File: src/design/ext_irq_pkg.sv
// Summary of operation
// Pin A trigger: 00 rising, 01 falling, 10 both edges, 11 high level.
// Each pin A request captures the filtered level for software to read.
// In both-edge mode the captured level shows rising (1) or falling (0).
// Fast modes: new pin A level accepted after three consecutive matching samples.
// Fast sampling interval: 00 every clock, 01 every 4, 10 every 8, 11 every 16.
// Slow modes: sample at low-frequency clock divided by 4, accept after two.
// Deep idle, deep sleep and stop halt sampling and raise no request.
// Software disables the source before turning its pin into an output.
// Software disables each source before changing the operating mode.
// After fast-to-slow change software waits twelve low-frequency periods, clears latch.
// After slow-to-fast change software waits two clocks plus three intervals.
// Software picks the sampling interval to suit the expected noise period.
// Pin B raises a request only on a falling edge of its filtered input.
// Pin B fast: reject under one clock, accept two clocks or longer.
// Pin B slow: reject under four, accept eight low-frequency periods or longer.
// Clock enable 0 stops the logic and requests; it resets to 0.
// The captured level is overwritten on every new request.
// Edges compare current and previous level; high mode requests on every sample of a high level.
package ext_irq_pkg;

  typedef enum logic [2:0] {
    MODE_FAST_RUN,
    MODE_FAST_IDLE,
    MODE_SLOW_RUN,
    MODE_SLOW_SLEEP,
    MODE_DEEP_IDLE,
    MODE_DEEP_SLEEP,
    MODE_STOP
  } mode_t;

  // Register map
  localparam logic [31:0] CTRL_OFS = 32'h0000_0000;
  localparam logic [31:0] STAT_OFS = 32'h0000_0004;

  // Control fields
  localparam int CTRL_CLKEN_BIT = 0;
  localparam int CTRL_TRIG_LSB = 1;
  localparam int CTRL_NC_LSB = 3;
  localparam logic CLKEN_RST = 1'b0;
  localparam logic [1:0] TRIG_RST = 2'h0;
  localparam logic [1:0] NC_RST = 2'h0;

  // Status fields
  localparam int STAT_CAP_BIT = 0;
  localparam int STAT_LVLA_BIT = 1;
  localparam int STAT_LVLB_BIT = 2;
  localparam int STAT_ACTIVE_BIT = 3;

  // Trigger codes
  localparam logic [1:0] TRIG_RISE = 2'h0;
  localparam logic [1:0] TRIG_FALL = 2'h1;
  localparam logic [1:0] TRIG_BOTH = 2'h2;
  localparam logic [1:0] TRIG_HIGH = 2'h3;

  // Sampling interval codes
  localparam logic [1:0] NC_DIV1 = 2'h0;
  localparam logic [1:0] NC_DIV4 = 2'h1;
  localparam logic [1:0] NC_DIV8 = 2'h2;
  localparam logic [1:0] NC_DIV16 = 2'h3;

  // Filter sample counts and low-frequency divider
  localparam logic [1:0] FAST_NEED = 2'h3;
  localparam logic [1:0] SLOW_NEED = 2'h2;
  localparam logic [1:0] LF_DIV_LAST = 2'h3;

  // AHB-Lite codes
  localparam logic [2:0] HSIZE_WORD = 3'h2;
  localparam logic HRESP_OKAY = 1'b0;

endpackage

File: src/design/filt_if.sv
`timescale 1ns/1ps
`default_nettype none
interface filt_if;
  logic sample_en;
  logic raw;
  logic [1:0] need;
  logic level;
  modport ctrl (output sample_en, output raw, output need, input level);
  modport filt (input sample_en, input raw, input need, output level);
endinterface
`default_nettype wire

File: src/design/noise_filter.sv
`timescale 1ns/1ps
`default_nettype none
module noise_filter
  import ext_irq_pkg::*;
(
  // Clock and reset
  input wire logic clk,
  input wire logic rst,
  // Filter port
  filt_if.filt f
);

  logic [1:0] cnt_q;
  logic [1:0] cnt_d;
  logic level_q;
  logic level_d;

  // =====================================================
  // Consecutive-sample filter
  wire logic [1:0] cnt_inc = cnt_q + 2'h1;
  wire logic match = (f.raw == level_q);
  wire logic done = (cnt_inc == f.need);

  assign cnt_d = !f.sample_en ? cnt_q : (match || done) ? 2'h0 : cnt_inc;
  assign level_d = (f.sample_en && !match && done) ? f.raw : level_q;
  assign f.level = level_q;

  always_ff @(posedge clk or posedge rst)
  begin
    if (rst)
    begin
      cnt_q <= 2'h0;
      level_q <= 1'b0;
    end
    else
    begin
      cnt_q <= cnt_d;
      level_q <= level_d;
    end
  end
endmodule
`default_nettype wire

File: src/design/ext_irq_filter_edge_detect.sv
`timescale 1ns/1ps
`default_nettype none
module ext_irq_filter_edge_detect
  import ext_irq_pkg::*;
(
  // Clock and reset
  input wire logic REF_CLK,
  input wire logic RST,
  // AHB-Lite slave
  input wire logic HSEL,
  input wire logic [31:0] HADDR,
  input wire logic [1:0] HTRANS,
  input wire logic HWRITE,
  input wire logic [2:0] HSIZE,
  input wire logic [31:0] HWDATA,
  input wire logic HREADY,
  output logic [31:0] HRDATA,
  output logic HREADYOUT,
  output logic HRESP,
  // Power state
  input wire logic [2:0] PWR_MODE,
  input wire logic LF_CLK_EN,
  // Interrupt pins
  input wire logic EXT_IRQ_PIN_A,
  input wire logic EXT_IRQ_PIN_B,
  // Requests to the interrupt latch
  output logic IRQ_A_REQ,
  output logic IRQ_B_REQ
);

  // =====================================================
  // Control and status registers
  logic clk_en_q;
  logic clk_en_d;
  logic [1:0] trig_q;
  logic [1:0] trig_d;
  logic [1:0] nc_q;
  logic [1:0] nc_d;
  logic cap_q;
  logic cap_d;
  logic req_a_q;
  logic req_b_q;
  logic a_prev_q;
  logic b_prev_q;
  logic [3:0] div_q;
  logic [1:0] lf_q;
  logic [1:0] lf_d;

  // Bus state
  logic wr_q;
  logic [31:0] waddr_q;
  logic [31:0] rdata_q;

  filt_if fa ();
  filt_if fb ();

  // =====================================================
  // Operating mode decode
  wire mode_t mode = mode_t'(PWR_MODE);
  wire logic fast = (mode == MODE_FAST_RUN) || (mode == MODE_FAST_IDLE);
  wire logic slow = (mode == MODE_SLOW_RUN) || (mode == MODE_SLOW_SLEEP);
  wire logic active = clk_en_q && (fast || slow);

  // =====================================================
  // Sample enables
  wire logic lf_tick = LF_CLK_EN && (lf_q == LF_DIV_LAST);
  wire logic t4 = (div_q[1:0] == 2'h0);
  wire logic t8 = (div_q[2:0] == 3'h0);
  wire logic t16 = (div_q == 4'h0);
  wire logic fast_tick =
    (nc_q == NC_DIV1) ? 1'b1 :
    (nc_q == NC_DIV4) ? t4 :
    (nc_q == NC_DIV8) ? t8 : t16;
  wire logic a_smp = active && (fast ? fast_tick : lf_tick);
  wire logic b_smp = active && (fast ? 1'b1 : lf_tick);

  assign lf_d = (active && slow && LF_CLK_EN) ? lf_q + 2'h1 : lf_q;

  // =====================================================
  // Filters
  assign fa.sample_en = a_smp;
  assign fa.raw = EXT_IRQ_PIN_A;
  assign fa.need = fast ? FAST_NEED : SLOW_NEED;
  assign fb.sample_en = b_smp;
  assign fb.raw = EXT_IRQ_PIN_B;
  assign fb.need = SLOW_NEED;

  noise_filter u_filt_a (
    .clk(REF_CLK),
    .rst(RST),
    .f(fa.filt)
  );

  noise_filter u_filt_b (
    .clk(REF_CLK),
    .rst(RST),
    .f(fb.filt)
  );

  wire logic a_lvl = fa.level;
  wire logic b_lvl = fb.level;

  // =====================================================
  // Request generation
  wire logic a_rise = a_lvl && !a_prev_q;
  wire logic a_fall = !a_lvl && a_prev_q;
  wire logic b_fall = !b_lvl && b_prev_q;
  wire logic a_cond =
    (trig_q == TRIG_RISE) ? a_rise :
    (trig_q == TRIG_FALL) ? a_fall :
    (trig_q == TRIG_BOTH) ? (a_rise || a_fall) :
    (a_smp && a_lvl);
  wire logic a_hit = active && a_cond;
  wire logic b_hit = active && b_fall;

  assign cap_d = a_hit ? a_lvl : cap_q;

  // =====================================================
  // AHB-Lite decode
  wire logic addr_ok = HSEL && HREADY && HTRANS[1];
  wire logic wr_ctrl = wr_q && (waddr_q == CTRL_OFS);

  assign clk_en_d = wr_ctrl ? HWDATA[CTRL_CLKEN_BIT] : clk_en_q;
  assign trig_d = wr_ctrl ? HWDATA[CTRL_TRIG_LSB +: 2] : trig_q;
  assign nc_d = wr_ctrl ? HWDATA[CTRL_NC_LSB +: 2] : nc_q;

  wire logic [31:0] ctrl_word =
    {27'h0, nc_d, trig_d, clk_en_d};
  wire logic [31:0] stat_word =
    {28'h0, active, b_lvl, a_lvl, cap_d};
  wire logic [31:0] rd_word =
    (HADDR == CTRL_OFS) ? ctrl_word :
    (HADDR == STAT_OFS) ? stat_word : 32'h0000_0000;

  assign HREADYOUT = 1'b1;
  assign HRESP = HRESP_OKAY;
  assign HRDATA = rdata_q;
  assign IRQ_A_REQ = req_a_q;
  assign IRQ_B_REQ = req_b_q;

  // =====================================================
  // Bus registers
  always_ff @(posedge REF_CLK or posedge RST)
  begin
    if (RST)
    begin
      wr_q <= 1'b0;
      waddr_q <= 32'h0000_0000;
      rdata_q <= 32'h0000_0000;
    end
    else
    begin
      wr_q <= addr_ok && HWRITE && (HSIZE == HSIZE_WORD);
      waddr_q <= addr_ok ? HADDR : waddr_q;
      rdata_q <= (addr_ok && !HWRITE) ? rd_word : rdata_q;
    end
  end

  // =====================================================
  // Control registers
  always_ff @(posedge REF_CLK or posedge RST)
  begin
    if (RST)
    begin
      clk_en_q <= CLKEN_RST;
      trig_q <= TRIG_RST;
      nc_q <= NC_RST;
    end
    else
    begin
      clk_en_q <= clk_en_d;
      trig_q <= trig_d;
      nc_q <= nc_d;
    end
  end

  // =====================================================
  // Dividers, edge history and requests
  always_ff @(posedge REF_CLK or posedge RST)
  begin
    if (RST)
    begin
      div_q <= 4'h0;
      lf_q <= 2'h0;
      a_prev_q <= 1'b0;
      b_prev_q <= 1'b0;
      cap_q <= 1'b0;
      req_a_q <= 1'b0;
      req_b_q <= 1'b0;
    end
    else
    begin
      div_q <= div_q + 4'h1;
      lf_q <= lf_d;
      a_prev_q <= a_lvl;
      b_prev_q <= b_lvl;
      cap_q <= cap_d;
      req_a_q <= a_hit;
      req_b_q <= b_hit;
    end
  end
endmodule
`default_nettype wire

File: config.mk
export PLATFORM = sky130hd
export DESIGN_NAME = ext_irq_filter_edge_detect
export DESIGN_NICKNAME = d
export VERILOG_FILES = /design/src/design/ext_irq_pkg.sv /design/src/design/filt_if.sv /design/src/design/noise_filter.sv /design/src/design/ext_irq_filter_edge_detect.sv
export SDC_FILE = /design/constraint.sdc
export NUM_CORES = 1
export LEC_CHECK = 0
export BUFFER_PORTS_ARGS = -buffer_cell sky130_fd_sc_hd__buf_2
export CAP_MARGIN = 15
export CORE_MARGIN = 4
export CORE_UTILIZATION = 46
export CTS_CLUSTER_SIZE = 20
export DETAILED_ROUTE_END_ITERATION = 10
export GPL_TIMING_DRIVEN = 1
export PLACE_DENSITY_LB_ADDON = 0.05
export SLEW_MARGIN = 15
export SYNTH_ARGS = -nofsm -noshare
export SYNTH_HDL_FRONTEND = slang
export SYNTH_HIERARCHICAL = 1
export SYNTH_SLANG_ARGS = --single-unit
File: constraint.sdc
create_clock -name REF_CLK -period 4.5 [get_ports REF_CLK]
set_clock_uncertainty 0.2 [all_clocks]
set_input_delay 0.9 -clock REF_CLK [delete_from_list [all_inputs] [get_ports REF_CLK]]
set_output_delay 0.9 -clock REF_CLK [all_outputs]
set_load 0.05 [all_outputs]
==> results.md <==
* Post-Synth Adder-Cell Area at 2.07%
* DR DRC count at 0
* Critical path endpoint category: flip-flop
* # diodes at 0
* Synth-to-layout area growth at 15.7%
* DR vias/cell at 4.92
* Post-cts hold buffer count at 0
* DP HPWL at roughly 4.4 mm
* Detail Route Antenna Nets at 0
* DRT Wirelength at 5.81 mm
* Synth Area in Simple Gates at between 10% and 20%
* Fin crit share at 56.8%
* Max stage delay on crit path at between 0.4 and 0.5 ns
* Slew margin rel. at between 40% and 50%
* Initial core utilization at between 40% and 50%
* Sequential element share of the synthesized area at just under 50%
* Number of max-cap violations at 0
* Slew @ Worst Pin at around 0.80 ns
* CTS tree: done
* Max-slew violations at 0
* Crit path DAT at approximately 2.6 ns
* Worst Hold Class: primary input to async pin
* H-tree depth at 3
* FF-to-FF Start: waddr_q[20]
* Largest net degree at the start of global routing at 39
* GRT Resource Usage Total at between 10% and 20%
* Syn avg cell area at about 12 um^2
* Die height at approximately 90 um
* Maximum vdd drop at ~250 uV
* Num Clock Sinks at 60
* Rows at 29
* WP buf/inv at 1
* Crit start category: primary input
* Clk_lat worst skew at about 0.33 ns
* Tot Pwr at 1.50 mW
* Nets at between 400 and 500
* Pwr dens at 428 nW/um^2
* Maximum fanout along the worst path at 7
* TritonCTS Buffers at 9
* R2R cell count at 5
* Highest clock rate at just under 400 MHz
* Global route overflow at 0
* Delay-heaviest family, CP: compound AO/OA/AOI/OAI gates
* Number of post-CTS setup repair buffers at 0
* # port buffers at between 50 and 60
* Routability cong. at 0.721
* Synthesized instance count at 254
* Yosys warnings at 6
* Crit path required time at between 4 and 5 ns
* Share of cells above drive strength 1 at approximately 34%
* Core box area at about 6400 um^2
* DIE AREA at 7940 um^2
* Reg2Reg Setup Slack at roughly 2.1 ns
* Synth area leaders: dfrtp_1 50%, mux2_2 12%, buf_4 7.2%, nor4_1 2.7%, ha_1 2.1%
* Top_reg_cell synth: dfrtp_1
* Via count at approximately 2000
* Post-CTS Resized at 0
* Io pins at ~120
* Netlist area before placement at 3030 um^2
* Vias in the first global route at about 2000
* Setup Crit Path Kind: primary input to flip-flop
* Initial antenna violation count at 0
* Yosys reg bits at 60
* Synth Area in Compound Gates at 8.31%
* Average routed wire per standard cell at 14.1 um
* Clk buf depth at 2
* Total negative slack at 0 ns
* Async SR Flop Fraction at 100%
* CTS clk-pin slew, worst paths at approximately 0.060 ns
* Mux cell area share after synthesis at between 10% and 20%
* Pleak at between 1.5 and 2 nW
* Largest area contributor in the netlist: dfrtp_1
* RR Endpoint: HRDATA[4]
* Netlist cell types at 44
* Setup violators final at 0
* Status: finished, final reports clean
* Root Buffer: clkbuf_8
* Chip Width at just under 90 um
* Xor and xnor area share after synthesis at under 10%
* First-pass GRT wire length at 9.61 mm
* Main combinational cell family by area after synthesis: multiplexers
* CP cell instances: buf_2 -> nand2b_1 -> a21oi_1 -> and2_1 -> nand2_1 -> o32a_1 -> o2bb2ai_1
* Fin crit period at approximately 2.6 ns
* Yosys top cell area share at 49.6%
* Slowest cell on the critical path: a21oi_1
* RSZ-0062 raised after global routing: no
* Drt pass-1 iters at 4
* Final Hold Vio Count at 0
* EDFF count, synth at 0
* Iteration-0 DRC Markers at 48
[how the worst max path moves through the flow]
stage	from	end	slack (ns)	cells after the start
2_1_floorplan	RST	HRDATA[0]	2.09	1
3_3_place_gp	PWR_MODE[2]	u_filt_a/cnt_q[1]	1.60	7
3_5_place_dp	PWR_MODE[2]	u_filt_a/cnt_q[1]	1.62	7
4_1_cts	PWR_MODE[2]	u_filt_a/cnt_q[1]	1.96	7
5_1_grt	PWR_MODE[2]	u_filt_a/cnt_q[1]	1.83	7
6_report	PWR_MODE[2]	u_filt_a/cnt_q[1]	1.95	7
[through the flow]
step,utilization (%),setup slack (ns),instances,hold WS (ns),instance area (um^2)
2_1_floorplan,-,2.09,294,0.232,3180
4_1_cts,54.8,1.96,413,0.238,3500
3_5_place_dp,52.2,1.62,397,0.267,3330
3_3_place_gp,52.2,1.60,397,0.257,3330
6_report,54.8,1.95,413,0.251,3500
5_1_grt,54.8,1.83,413,0.248,3500
[cell usage after synthesis (3+ instances only)]
master / count
a21bo_2: 3
buf_4: 29
mux2_1: 4
inv_1: 12
ha_1: 5
a21oi_1: 3
nand2_1: 9
xnor2_1: 6
nor2_1: 7
a32o_1: 5
buf_1: 3
mux2_2: 32
dfrtp_1: 60
nor2b_1: 3
nand3b_1: 4
nor4_1: 13
mux2i_1: 6
and2_1: 3
nand3_1: 3
nand2b_1: 7
[power breakdown]
group / leakage (nW) / total, mW / switching, mW / internal [mW]
sequential: 0.738 / 0.733 / 0.0868 / 0.646
clock: 0.0889 / 0.414 / 0.203 / 0.211
combinational: 0.892 / 0.353 / 0.186 / 0.168
total: 1.72 / 1.50 / 0.476 / 1.02
[cells by family after synthesis]
group | count (synthesis)
and+or+nand+nor | 62
muxes | 42
xor gates and xnor gates | 7
buffers and inverters | 45
other | 2
DFF | 60
AOI/OAI and AO/OA | 31
adders and majority gates | 5
[state kept, by name, summed over array words and instances (netlist names), 2 cells and up]
name,cells
nc_q,2
lf_q,2
div_q,4
u_filt_a/cnt_q,2
u_filt_b/cnt_q,2
HRDATA,5
waddr_q,32
trig_q,2
[placed cells by master (no fill, tap or decap), types with 4 or more instances in the layout]
cell,instances
conb_1,42
nor2_1,7
xnor2_1,6
clkinv_2,4
nand3b_1,4
mux2_2,32
a32o_1,5
buf_2,57
dfrtp_1,60
mux2_1,4
inv_1,11
ha_1,5
nand2b_1,7
mux2i_1,6
clkbuf_8,10
nand2_1,9
nor4_1,13
[layout make-up]
cell class,instances,area [um^2]
clock buffer,11,141
clock inverter,5,27.5
fill,598,2880
inverter,12,45.0
multi-input combinational,189,1390
sequential,60,1500
tap,77,96.3
timing repair buffer,59,300
[per-layer routing]
layer	part of all wire (%)	vias up	global-route usage (%)	routed length [um]
met2	50	48	26.6	2880
met1	44	986	20.0	2540
met4	0.50	0	4.87	29
met3	6.2	2	6.08	361
met5	0	-	0	0
li1	-	998	-	-
(Power assumes the default switching activity.)
